### config.mk
export PLATFORM = sky130hd
export DESIGN_NAME = measurement_acquire_trigger
export DESIGN_NICKNAME = d
export VERILOG_FILES = /design/src/acq_trig_pkg.sv /design/src/band_crossing.sv /design/src/measurement_acquire_trigger.sv
export SDC_FILE = /design/constraint.sdc
export NUM_CORES = 1
export LEC_CHECK = 0
export CAP_MARGIN = 25
export CELL_PAD_IN_SITES_DETAIL_PLACEMENT = 0
export CELL_PAD_IN_SITES_GLOBAL_PLACEMENT = 1
export CORE_AREA = 2 2 162 164
export CTS_BUF_LIST = sky130_fd_sc_hd__clkbuf_4 sky130_fd_sc_hd__clkbuf_8
export CTS_CLUSTER_SIZE = 25
export DETAILED_ROUTE_END_ITERATION = 12
export DIE_AREA = 0 0 164 166
export DONT_BUFFER_PORTS = 1
export GPL_TIMING_DRIVEN = 0
export PLACE_DENSITY = 0.79
export SLEW_MARGIN = 40
export SYNTH_ARGS = -nofsm -noshare
export SYNTH_HDL_FRONTEND = slang
export SYNTH_SLANG_ARGS = --single-unit
export TNS_END_PERCENT = 1
### constraint.sdc
create_clock -name sys_clk -period 5.42 [get_ports sys_clk]
set_input_delay 1.626 -clock sys_clk [delete_from_list [all_inputs] [get_ports sys_clk]]
set_output_delay 1.626 -clock sys_clk [all_outputs]
set_load 0.005 [all_outputs]
### src/acq_trig_pkg.sv
package acq_trig_pkg;
  localparam int        SAMPLE_W       = 16;
  localparam int        COUNT_W        = 7;
  localparam int        WADDR_W        = 7;
  localparam logic [6:0] COUNT_MIN     = 7'h01;
  localparam logic [6:0] COUNT_MAX     = 7'h64;
  localparam logic [6:0] COUNT_RST     = 7'h01;
  localparam logic [15:0] BAND_RST     = 16'h0000;
  localparam logic [15:0] LEVEL_RST    = 16'h0000;

  typedef enum logic {
    SRC_BUS      = 1'b0,
    SRC_INTERNAL = 1'b1
  } trig_source_t;

  typedef enum logic [1:0] {
    EDGE_RISING  = 2'b00,
    EDGE_FALLING = 2'b01,
    EDGE_EITHER  = 2'b10
  } edge_dir_t;

  typedef enum logic [1:0] {
    ZONE_BELOW = 2'b00,
    ZONE_INSIDE = 2'b01,
    ZONE_ABOVE = 2'b10
  } band_zone_t;

  typedef enum logic [1:0] {
    ACQ_IDLE    = 2'b00,
    ACQ_ARMED   = 2'b01,
    ACQ_CAPTURE = 2'b10
  } acq_state_t;

  localparam trig_source_t SOURCE_RST = SRC_INTERNAL;
  localparam edge_dir_t    EDGE_RST   = EDGE_EITHER;
endpackage

### src/band_crossing.sv
`timescale 1ns/100ps
module band_crossing (
  input  wire logic                          sys_clk,
  input  wire logic                          srst,
  input  wire logic                          arm,
  input  wire logic [acq_trig_pkg::SAMPLE_W-1:0] sample,
  input  wire logic [acq_trig_pkg::SAMPLE_W-1:0] level,
  input  wire logic [acq_trig_pkg::SAMPLE_W-1:0] band_width,
  input  wire acq_trig_pkg::edge_dir_t       edge_dir,
  output logic                               hit
);
  import acq_trig_pkg::*;

  logic [SAMPLE_W:0] upper_lim;
  logic [SAMPLE_W:0] lower_lim;
  logic [SAMPLE_W:0] half_band;
  logic [SAMPLE_W:0] sample_x;
  band_zone_t        zone;
  band_zone_t        origin_q;
  band_zone_t        origin_d;
  logic              rise_hit;
  logic              fall_hit;

  // band centred on level, half width each side
  assign half_band = {2'b00, band_width[SAMPLE_W-1:1]};
  assign upper_lim = {1'b0, level} + half_band;
  assign lower_lim = ({1'b0, level} > half_band) ? ({1'b0, level} - half_band) : '0;
  assign sample_x  = {1'b0, sample};
  assign zone      = (sample_x < lower_lim) ? ZONE_BELOW :
                     (sample_x > upper_lim) ? ZONE_ABOVE : ZONE_INSIDE;

  // a crossing counts only from the far side of the band
  assign rise_hit = (origin_q == ZONE_BELOW) && (zone == ZONE_ABOVE);
  assign fall_hit = (origin_q == ZONE_ABOVE) && (zone == ZONE_BELOW);
  assign hit = arm && ((edge_dir != EDGE_FALLING && rise_hit) ||
                       (edge_dir != EDGE_RISING  && fall_hit));

  // origin tracks last side outside the band; inside keeps it
  assign origin_d = (zone == ZONE_INSIDE) ? origin_q : zone;

  always_ff @(posedge sys_clk) begin
    if (srst) begin
      origin_q <= ZONE_INSIDE;
    end else if (!arm) begin
      origin_q <= ZONE_INSIDE;
    end else begin
      origin_q <= origin_d;
    end
  end
endmodule

### src/measurement_acquire_trigger.sv
`timescale 1ns/100ps
// What this block does
// - while initiated with bus source, an immediate acquire command becomes a measurement trigger
// - each trigger samples voltage and current and stores both in the buffer
// - current trigger count settable 1 to 100, reset value 1
// - voltage trigger count settable 1 to 100, reset value 1
// - after each measurement wait for next valid trigger until count used up
// - band limits are level plus and minus half the band width
// - positive trigger: start below lower limit, then pass upper limit
// - negative trigger: start above upper limit, then pass lower limit
// - separate current and voltage band widths, reset to zero
// - internal triggers start only after the signal crosses the whole band
// - trigger source bus or internal level crossing, internal after reset
// - separate edge selects rising, falling or either; either after reset
// - separate current and voltage trigger levels centre the band
// - trigger commands ignored while the sequence is not initiated
module measurement_acquire_trigger (
  input  wire logic                                sys_clk,
  input  wire logic                                srst,
  input  wire logic                                initiate,
  input  wire logic                                abort,
  input  wire logic                                acquire_trigger_command,
  input  wire logic                                setting_write,
  input  wire logic [acq_trig_pkg::COUNT_W-1:0]    current_trigger_count,
  input  wire logic [acq_trig_pkg::COUNT_W-1:0]    voltage_trigger_count,
  input  wire logic [acq_trig_pkg::SAMPLE_W-1:0]   current_band_width,
  input  wire logic [acq_trig_pkg::SAMPLE_W-1:0]   voltage_band_width,
  input  wire logic [acq_trig_pkg::SAMPLE_W-1:0]   current_trigger_level,
  input  wire logic [acq_trig_pkg::SAMPLE_W-1:0]   voltage_trigger_level,
  input  wire acq_trig_pkg::trig_source_t          trigger_source,
  input  wire acq_trig_pkg::edge_dir_t             current_edge_select,
  input  wire acq_trig_pkg::edge_dir_t             voltage_edge_select,
  input  wire logic [acq_trig_pkg::SAMPLE_W-1:0]   voltage_sample,
  input  wire logic [acq_trig_pkg::SAMPLE_W-1:0]   current_sample,
  output logic                                     measure_sequence_trigger,
  output logic                                     buffer_write,
  output logic [acq_trig_pkg::WADDR_W-1:0]         buffer_addr,
  output logic [acq_trig_pkg::SAMPLE_W-1:0]        buffer_voltage,
  output logic [acq_trig_pkg::SAMPLE_W-1:0]        buffer_current,
  output logic                                     waiting_for_trigger,
  output logic                                     sequence_done,
  output logic [acq_trig_pkg::COUNT_W-1:0]         triggers_taken
);
  import acq_trig_pkg::*;

  acq_state_t            state_q;
  acq_state_t            state_d;
  logic [COUNT_W-1:0]    curr_count_q;
  logic [COUNT_W-1:0]    volt_count_q;
  logic [SAMPLE_W-1:0]   curr_band_q;
  logic [SAMPLE_W-1:0]   volt_band_q;
  logic [SAMPLE_W-1:0]   curr_level_q;
  logic [SAMPLE_W-1:0]   volt_level_q;
  trig_source_t          source_q;
  edge_dir_t             curr_edge_q;
  edge_dir_t             volt_edge_q;
  logic [COUNT_W-1:0]    taken_q;
  logic [COUNT_W-1:0]    target_cnt;
  logic                  armed;
  logic                  curr_hit;
  logic                  volt_hit;
  logic                  trig_event;
  logic                  last_one;
  logic                  curr_cnt_ok;
  logic                  volt_cnt_ok;
  logic                  trig_q;
  logic                  done_q;
  logic                  wr_q;
  logic [WADDR_W-1:0]    addr_q;
  logic [SAMPLE_W-1:0]   vbuf_q;
  logic [SAMPLE_W-1:0]   ibuf_q;

  assign curr_cnt_ok = (current_trigger_count >= COUNT_MIN) && (current_trigger_count <= COUNT_MAX);
  assign volt_cnt_ok = (voltage_trigger_count >= COUNT_MIN) && (voltage_trigger_count <= COUNT_MAX);

  // settings, written on setting_write in any state (counts only when 1 to 100); held otherwise
  always_ff @(posedge sys_clk) begin
    if (srst) begin
      curr_count_q <= COUNT_RST;
      volt_count_q <= COUNT_RST;
      curr_band_q  <= BAND_RST;
      volt_band_q  <= BAND_RST;
      curr_level_q <= LEVEL_RST;
      volt_level_q <= LEVEL_RST;
      source_q     <= SOURCE_RST;
      curr_edge_q  <= EDGE_RST;
      volt_edge_q  <= EDGE_RST;
    end else if (setting_write) begin
      if (curr_cnt_ok) begin
        curr_count_q <= current_trigger_count;
      end
      if (volt_cnt_ok) begin
        volt_count_q <= voltage_trigger_count;
      end
      curr_band_q  <= current_band_width;
      volt_band_q  <= voltage_band_width;
      curr_level_q <= current_trigger_level;
      volt_level_q <= voltage_trigger_level;
      source_q     <= trigger_source;
      curr_edge_q  <= (current_edge_select == EDGE_RISING || current_edge_select == EDGE_FALLING) ?
                      current_edge_select : EDGE_EITHER;
      volt_edge_q  <= (voltage_edge_select == EDGE_RISING || voltage_edge_select == EDGE_FALLING) ?
                      voltage_edge_select : EDGE_EITHER;
    end
  end

  // one initiation covers the larger of the two counts
  assign target_cnt = (curr_count_q > volt_count_q) ? curr_count_q : volt_count_q;
  assign armed      = (state_q == ACQ_ARMED);

  band_crossing u_curr_band (
    .sys_clk    (sys_clk),
    .srst       (srst),
    .arm        (armed && source_q == SRC_INTERNAL),
    .sample     (current_sample),
    .level      (curr_level_q),
    .band_width (curr_band_q),
    .edge_dir   (curr_edge_q),
    .hit        (curr_hit)
  );

  band_crossing u_volt_band (
    .sys_clk    (sys_clk),
    .srst       (srst),
    .arm        (armed && source_q == SRC_INTERNAL),
    .sample     (voltage_sample),
    .level      (volt_level_q),
    .band_width (volt_band_q),
    .edge_dir   (volt_edge_q),
    .hit        (volt_hit)
  );

  // commands outside the armed state fall through unheard
  // abort wins over a trigger arriving in the same cycle
  assign trig_event = armed && !abort && ((source_q == SRC_BUS && acquire_trigger_command) ||
                                (source_q == SRC_INTERNAL && (curr_hit || volt_hit)));
  assign last_one   = (taken_q + 7'h01 >= target_cnt);

  always_comb begin
    state_d = state_q;
    case (state_q)
      ACQ_IDLE: begin
        if (initiate) begin
          state_d = ACQ_ARMED;
        end
      end
      ACQ_ARMED: begin
        if (trig_event) begin
          state_d = ACQ_CAPTURE;
        end
      end
      ACQ_CAPTURE: begin
        state_d = last_one ? ACQ_IDLE : ACQ_ARMED;
      end
      default: begin
        state_d = ACQ_IDLE;
      end
    endcase
    if (abort) begin
      state_d = ACQ_IDLE;
    end
  end

  always_ff @(posedge sys_clk) begin
    if (srst) begin
      state_q <= ACQ_IDLE;
    end else begin
      state_q <= state_d;
    end
  end

  always_ff @(posedge sys_clk) begin
    if (srst) begin
      taken_q <= '0;
    end else if (state_q == ACQ_IDLE && initiate) begin
      taken_q <= '0;
    end else if (state_q == ACQ_CAPTURE) begin
      taken_q <= taken_q + 7'h01;
    end
  end

  // sample both channels on the trigger edge
  always_ff @(posedge sys_clk) begin
    if (srst) begin
      trig_q <= 1'b0;
      wr_q   <= 1'b0;
      addr_q <= '0;
      vbuf_q <= '0;
      ibuf_q <= '0;
      done_q <= 1'b0;
    end else begin
      trig_q <= trig_event;
      wr_q   <= trig_event;
      if (trig_event) begin
        addr_q <= taken_q;
        vbuf_q <= voltage_sample;
        ibuf_q <= current_sample;
      end
      done_q <= (state_q == ACQ_CAPTURE) && last_one && !abort;
    end
  end

  assign measure_sequence_trigger = trig_q;
  assign buffer_write             = wr_q;
  assign buffer_addr              = addr_q;
  assign buffer_voltage           = vbuf_q;
  assign buffer_current           = ibuf_q;
  assign waiting_for_trigger      = (state_q != ACQ_IDLE);
  assign sequence_done            = done_q;
  assign triggers_taken           = taken_q;
endmodule

## Word level (Yosys, flattened, before mapping)

Index checks and enable logic that the tools add are counted.

| word-level totals | value |
|---|---|
| bits in registers | 137 |
| input port bits | 121 |
| output and inout port bits | 50 |
| logic and storage cells | 107 |

| cells by class | value |
|---|---|
| $add $sub $neg | 5 |
| order comparisons | 12 |
| equality and inequality tests | 14 |
| muxes and demuxes | 13 |
| bitwise gates (word level) | 2 |
| reduce and logical (&&, ||, !) cells | 43 |

Operators with widths:

| operator | number |
|---|---|
| adder 16 x 15 -> 17 bit | 2 |
| greater-than comparator 16 x 17 -> 1 bit | 2 |
| < comparator 16 x 17 -> 1 bit | 2 |
| 2-to-1 mux 17 bit | 2 |
| subtractor 16 x 15 -> 17 bit | 2 |
| greater-than comparator 16 x 15 -> 1 bit | 2 |
| logical AND 1 bit | 20 |
| 2-to-1 mux 2 bit | 8 |
| >= comparator 7 x 1 -> 1 bit (second input constant) | 2 |
| less-or-equal comparator 7 bit (second input constant) | 2 |
| logical NOT 2 bit | 7 |
| == test 2 x 1 -> 1 bit (second input constant) | 5 |
| == test 2 bit (second input constant) | 5 |
| adder 7 x 1 -> 7 bit (second input constant) | 1 |
| >= comparator 7 bit | 1 |
| greater-than comparator 7 bit | 1 |
| 2-to-1 mux 7 bit | 1 |
| logical OR 1 bit | 6 |
| != test 2 x 1 -> 1 bit (second input constant) | 3 |
| one-hot mux 2 bit (3 select lines) | 1 |
| AND reduction 2 bit | 3 |
| nonzero test 2 bit | 3 |
| OR reduction 2 bit | 3 |
| != test 2 bit (second input constant) | 1 |
| other kinds (3) | 4 |

## Depth between registers and ports, before layout

| logic depth | value |
|---|---|
| word-level depth | 15 |
| mapped depth | 24 |
| depth with buffers taken out | 23 |

## Modules after synthesis

From an unflattened synthesis, not the netlist that was laid out.

| second synthesis, totals | value |
|---|---|
| cells, all modules | 1226 |
| area total of the unflattened synthesis | 10182.3 um^2 |

Modules (own cells, without submodules):

| module | times used | cells an instance | area each (um^2) | sequential area each (um^2) |
|---|---|---|---|---|
| measurement_acquire_trigger | 1 | 576 | 5337.6 | 2662.6 |
| band_crossing at u_volt_band | 1 | 337 | 2434.8 | 40.0 |
| band_crossing at u_curr_band | 1 | 313 | 2409.8 | 40.0 |

## Worst setup path before layout

OpenSTA, ideal clock, no wires.

| timing | value |
|---|---|
| path type | reg-to-reg |
| start | register curr_band_q[1] |
| end | register addr_q[6], in the netlist buffer_addr[6] |
| library setup time | 0.072 ns |
| arrival time | 4.516 ns |
| data required time | 5.348 ns |
| setup slack | 0.832 ns |
| cell stages (with the launch flop) | 22 |
| path buffers | 1 |
| period minus slack after synthesis | 4.588 ns |
| cells stage by stage | dfxtp_1 ha_1 inv_1 fa_1 a211oi_2 o21ai_2 a2111oi_2 nor3_1 nor2_1 o21bai_1 a21oi_1 xnor2_1 nand2_1 ha_1 a211oi_1 a32oi_1 nand2_1 a221oi_2 mux2_2 a211oi_4 buf_6 mux2i_1 |

| on the way | value |
|---|---|
| cells in the longest elaborated chain, start to end | 13 |
| elaborated cells on any way between the ends | 20 |
| classes of those cells | add/sub: 2; order compare: 3; eq/ne: 1; mux: 3; reduce/logical: 11 |

Ends and longest elaborated chain:

| element | line | RTL |
|---|---|---|
| from (decl) | measurement_acquire_trigger.sv:50 | `logic [SAMPLE_W-1:0] curr_band_q;` |
| from (signal assigned) | measurement_acquire_trigger.sv:95 | `curr_band_q <= current_band_width;` |
| adder 16 x 15 -> 17 bit, or another cell as far along | band_crossing.sv:26 | `assign upper_lim = {1'b0, level} + half_band;` |
| greater-than comparator 16 x 17 -> 1 bit or 2-to-1 mux 17 bit (tied branches) | band_crossing.sv:30, band_crossing.sv:27 |  |
| 2-to-1 mux 2 bit or < comparator 16 x 17 -> 1 bit (tied branches) | band_crossing.sv:30, band_crossing.sv:29 |  |
| 2-to-1 mux 2 bit (*) | band_crossing.sv:29 | `assign zone = (sample_x < lower_lim) ? ZONE_BELOW :` |
| == test 2 bit or logical NOT 2 bit (tied branches) | band_crossing.sv:33, band_crossing.sv:34 |  |
| logical AND 1 bit, on equally long branches | band_crossing.sv:33, band_crossing.sv:34 |  |
| logical AND 1 bit, on equally long branches | band_crossing.sv:35, band_crossing.sv:36 |  |
| logical OR 1 bit (*) | band_crossing.sv:35 | `assign hit = arm && ((edge_dir != EDGE_FALLING && rise_hit) \|\|` |
| logical AND 1 bit (*) | band_crossing.sv:35 |  |
| logical OR 1 bit (*) | measurement_acquire_trigger.sv:136 | `(source_q == SRC_INTERNAL && (curr_hit \|\| volt_hit)));` |
| logical AND 1 bit (*) | measurement_acquire_trigger.sv:136 |  |
| logical OR 1 bit (*) | measurement_acquire_trigger.sv:135 | `assign trig_event = armed && !abort && ((source_q == SRC_BUS && acquire_trigger_command) \|\|` |
| logical AND 1 bit (*) | measurement_acquire_trigger.sv:135 |  |
| to (signal assigned) | measurement_acquire_trigger.sv:195 | `addr_q <= taken_q;` |
| to (decl) | measurement_acquire_trigger.sv:69 | `logic [WADDR_W-1:0] addr_q;` |

Every way passes the cells marked *; elsewhere a longest branch is shown, timed or not.
A chain may end at the register's enable or synchronous reset.

## Worst setup path after layout

| timing | value |
|---|---|
| start | register curr_level_q[0] |
| end | register ibuf_q[4], in the netlist buffer_current[4] |

| on the way | value |
|---|---|
| cells in the longest elaborated chain, start to end | 13 |
| elaborated cells on any way between the ends | 20 |
| classes of those cells | add/sub: 2; order compare: 3; eq/ne: 1; mux: 3; reduce/logical: 11 |

Ends and longest elaborated chain:

| element | line | RTL |
|---|---|---|
| from (decl) | measurement_acquire_trigger.sv:52 | `logic [SAMPLE_W-1:0] curr_level_q;` |
| from (signal assigned) | measurement_acquire_trigger.sv:97 | `curr_level_q <= current_trigger_level;` |
| adder 16 x 15 -> 17 bit, or another cell as far along | band_crossing.sv:26 |  |
| greater-than comparator 16 x 17 -> 1 bit or 2-to-1 mux 17 bit (tied branches) | band_crossing.sv:30, band_crossing.sv:27 |  |
| 2-to-1 mux 2 bit or < comparator 16 x 17 -> 1 bit (tied branches) | band_crossing.sv:30, band_crossing.sv:29 |  |
| 2-to-1 mux 2 bit (*) | band_crossing.sv:29 |  |
| == test 2 bit or logical NOT 2 bit (tied branches) | band_crossing.sv:33, band_crossing.sv:34 |  |
| logical AND 1 bit, on equally long branches | band_crossing.sv:33, band_crossing.sv:34 |  |
| logical AND 1 bit, on equally long branches | band_crossing.sv:35, band_crossing.sv:36 |  |
| logical OR 1 bit (*) | band_crossing.sv:35 |  |
| logical AND 1 bit (*) | band_crossing.sv:35 |  |
| logical OR 1 bit (*) | measurement_acquire_trigger.sv:136 |  |
| logical AND 1 bit (*) | measurement_acquire_trigger.sv:136 |  |
| logical OR 1 bit (*) | measurement_acquire_trigger.sv:135 |  |
| logical AND 1 bit (*) | measurement_acquire_trigger.sv:135 |  |
| to (signal assigned) | measurement_acquire_trigger.sv:197 | `ibuf_q <= current_sample;` |
| to (decl) | measurement_acquire_trigger.sv:71 | `logic [SAMPLE_W-1:0] ibuf_q;` |

Marks and branches as above.

==> results_dict.tcl <==
set metrics [dict create \
    yosysWarnings 0 \
    power_w 0.00277 \
    core_area_um2 25600 \
    p_leak_nw 5.03 \
    cts_hold_buf 0 \
    fin_crit_sh 0.934 \
    n_fill_cell 2573 \
    tns_ns 0 \
    diodes 0 \
    clkTransAtPathRegs_ns 0.09 \
    p_sw_frac 0.362 \
    drt-pass1-iter-count 5 \
    post-route-min-period_ns 5.06 \
    globalplace.congestion 0.886 \
    async_flop_share 0 \
    fin_nets 1490 \
    relSlewSlack 0.451 \
    syn2layout_area_growth_pct 8.64 \
    hold_class "register to register" \
    drv_slew 0 \
    ioPinCount 171 \
    yosys_most_used_dff "dfxtp_1" \
    setup_viol 0 \
    rsz0062_at_grt "false" \
    yosysTopAreaCellShare 0.268 \
    portBuffers 0 \
    drv_cap 0 \
    drc_errors 0 \
    grt_pass1_vias 7888 \
    syn_inst 1208 \
    yosysUniqueCellTypes 79 \
    cts_buffers 17 \
    drive_above_1_share 0.0709 \
    grt_pass1_wl_mm 42.3 \
    fp.dieW_um 164 \
    start_kind "register" \
    row_count 59 \
    worst_slew_pin_slew_ns 0.824 \
    cts_sinks 135 \
    cts_buffer_depth 2 \
    dp_hpwl_mm 22.2 \
    ys_ff_latch 135 \
    finalHoldViolations 0 \
    cp_max_fo 10 \
    gr-usage-all-layers 0.197 \
    p_per_area_nw_per_um2 253 \
    vias_per_cell 5.27 \
    htree_levels 4 \
    antenna_found_initial 0 \
    ys_top_cells_by_area "dfxtp_1 (27%), ha_1 (17%), mux2i_1 (12%)" \
    cts_root_buf "clkbuf_8" \
    start_util 0.394 \
    dieHeight_um 166 \
    pwr-share-seq 0.384 \
    ant_nets 0 \
    skew_ns 0.0217 \
    gr-total-overflow 0 \
    via_count 8313 \
    cellInternalPower_w 0.00177 \
    worstPathArrival_ns 5.42 \
    cp-end-kind "register" \
    synth_area_um2 10100 \
    fmax_ghz 0.198 \
    yosysSeqAreaShare 0.268 \
    die_area_um2 27200 \
    outcome "finished clean" \
    combPwrFrac 0.311 \
    p_switching_w 0.00100 \
    vdd_drop_max_mv 0.131 \
    required_ns 5.78 \
    syn_nets 1470 \
    path_class "register to register" \
    cts_tree "built" \
    clk_latency_ns 0.45 \
    yosysTopAreaCell "dfxtp_1" \
    wl_per_cell_um 17.2 \
    syn_avg_cell_area_um2 8.35 \
    drt_iter0_drc 483 \
    wirelength_mm 27.1 \
    synth_edf_count 0 \
    clkPwrFrac 0.305 \
    grt_max_degree 17 \
]
[Yosys cell counts, types with 3 or more instances]
cell and instances:
a21oi_1 66, nand4_1 10, or3_1 8, o22ai_1 3
a221oi_1 3, buf_2 10, a21o_1 15, nor2b_1 10
o21ai_1 3, a211oi_1 9, fa_1 4, xnor2_1 46
buf_6 5, xor2_1 10, ha_1 137, clkbuf_1 34
buf_1 7, nor3_1 9, o211ai_1 13, nor2_1 132
inv_1 84, o31ai_1 6, or2_2 10, a2111oi_0 3
a31oi_1 4, nand2_1 143, nor3b_1 6, and2_1 3
nor4_1 7, mux2i_1 119, nand3_1 16, a211oi_2 3
o221ai_1 4, o21a_1 4, o21ai_0 43, dfxtp_1 135
o21bai_1 16, nand2b_1 18
[power groups by stage]
| stage | Clock [W] | Combinational, W | Sequential [W] |
|---|---|---|---|
| after CTS | 0.000866 | 0.000845 | 0.00107 |
| after floorplan | 0 | 0.000668 | 0.00108 |
| final | 0.000847 | 0.000862 | 0.00107 |
| after global placement | 0 | 0.000825 | 0.00109 |
| after global routing | 0.000899 | 0.000978 | 0.00107 |
| after detailed placement | 0 | 0.000841 | 0.00109 |
[final cells by class]
class | instances | area (µm²) | share of cell area
clock inverters | 15 | 145 | 0.0132
plain buffers | 56 | 268 | 0.0244
inverters | 84 | 315 | 0.0288
multi-input cells | 932 | 6860 | 0.626
well taps | 335 | 419 | 0.0382
flip-flops and latches | 135 | 2700 | 0.247
clock buffers | 17 | 234 | 0.0213
repair buffers | 2 | 15.0 | 0.00137
[cells by family (layout without fill, tap and decap cells)]
logic type	count (synthesis)	count (layout)	synth area share
buffers and inverters	141	174	0.0578
AND/OR/NAND/NOR	385	385	0.172
adder cells (fa/ha/maj)	141	141	0.178
multiplexers	121	121	0.120
flip-flops	135	135	0.268
XOR/XNOR	56	56	0.0486
AO/OA/AOI/OAI	229	229	0.156
[stage by stage]
step / worst slack [ns] / utilization / hold WS, ns / cells / instance area, µm²
final: 0.360 / 0.428 / 0.459 / 1576 / 11000
after global routing: 0.00567 / 0.428 / 0.482 / 1576 / 11000
after detailed placement: 0.109 / 0.410 / 0.450 / 1543 / 10500
after global placement: 0.121 / 0.410 / 0.441 / 1543 / 10500
after floorplan: 0.832 / - / 0.431 / 1208 / 10100
after CTS: 0.0388 / 0.425 / 0.462 / 1575 / 10900
[worst max-delay path, cell delays in order (launching register included)]
cell	delay, ns
dfxtp_1	0.35
inv_1	0.06
ha_1	0.15
inv_1	0.06
fa_2	0.38
a211oi_4	0.32
o21ai_2	0.14
a2111oi_4	0.40
nor3_1	0.09
nor2_1	0.16
o21bai_1	0.09
a21oi_1	0.18
xnor2_1	0.13
nand2_1	0.07
ha_1	0.29
a211oi_1	0.50
a32oi_1	0.18
nand2_1	0.16
a221oi_4	0.10
mux2_2	0.34
a211oi_4	0.23
buf_4	0.19
buf_6	0.18
mux2i_1	0.21
[metal layers]
layer / vias up / wire length (µm) / track usage / part of all wire
li1: 4234 / - / - / -
met1: 3871 / 13400 / 0.277 / 0.49
met2: 179 / 11500 / 0.298 / 0.42
met3: 29 / 1820 / 0.0497 / 0.067
met4: 0 / 400 / 0.0519 / 0.015
met5: - / 0 / 0 / 0
[worst paths after layout]
| kind | from | endpoint | slack [ns] | cells past startpoint |
|---|---|---|---|---|
| hold / removal | u_volt_band.origin_q[0]$_SDFFE_PP1P_ | u_volt_band.origin_q[0]$_SDFFE_PP1P_ | 0.46 | 2 |
| setup reg to reg | curr_level_q[0]$_SDFFE_PP0P_ | buffer_current[4]$_SDFFE_PP0P_ | 0.36 | 23 |
| hold reg to reg | u_volt_band.origin_q[0]$_SDFFE_PP1P_ | u_volt_band.origin_q[0]$_SDFFE_PP1P_ | 0.46 | 2 |
| setup / recovery | curr_level_q[0]$_SDFFE_PP0P_ | buffer_current[4]$_SDFFE_PP0P_ | 0.36 | 23 |
[cells in the final DEF, fill, tap and decap left out, drive strengths merged, types with 13 or more instances in the layout]
cell type,count
a21oi,66
o21bai,16
clkbuf,51
nand3,16
ha,137
a211oi,13
dfxtp,135
o21ai,47
buf,24
a21o,15
nor2,132
nand2,143
xnor2,46
mux2i,119
nand2b,19
inv,90
o211ai,13
[timing repair]
| item | 4_1_cts | 5_1_grt |
|---|---|---|
| resized for setup | 0 | 14 |
| buffers inserted | 0 | 2 |
| endpoints found under the setup margin | 0 | 42 |
[registers in the layout (all words and copies together), names as in the netlist]
register	count
volt_count_q	7
source_q	1
volt_band_q	15
curr_band_q	15
triggers_taken	7
volt_edge_q	2
buffer_current	16
u_volt_band.origin_q	2
volt_level_q	16
buffer_write	1
curr_count_q	7
u_curr_band.origin_q	2
curr_level_q	16
buffer_voltage	16
buffer_addr	7
curr_edge_q	2
sequence_done	1
state_q	2
No activity file was read; power rests on OpenSTA's default activity.
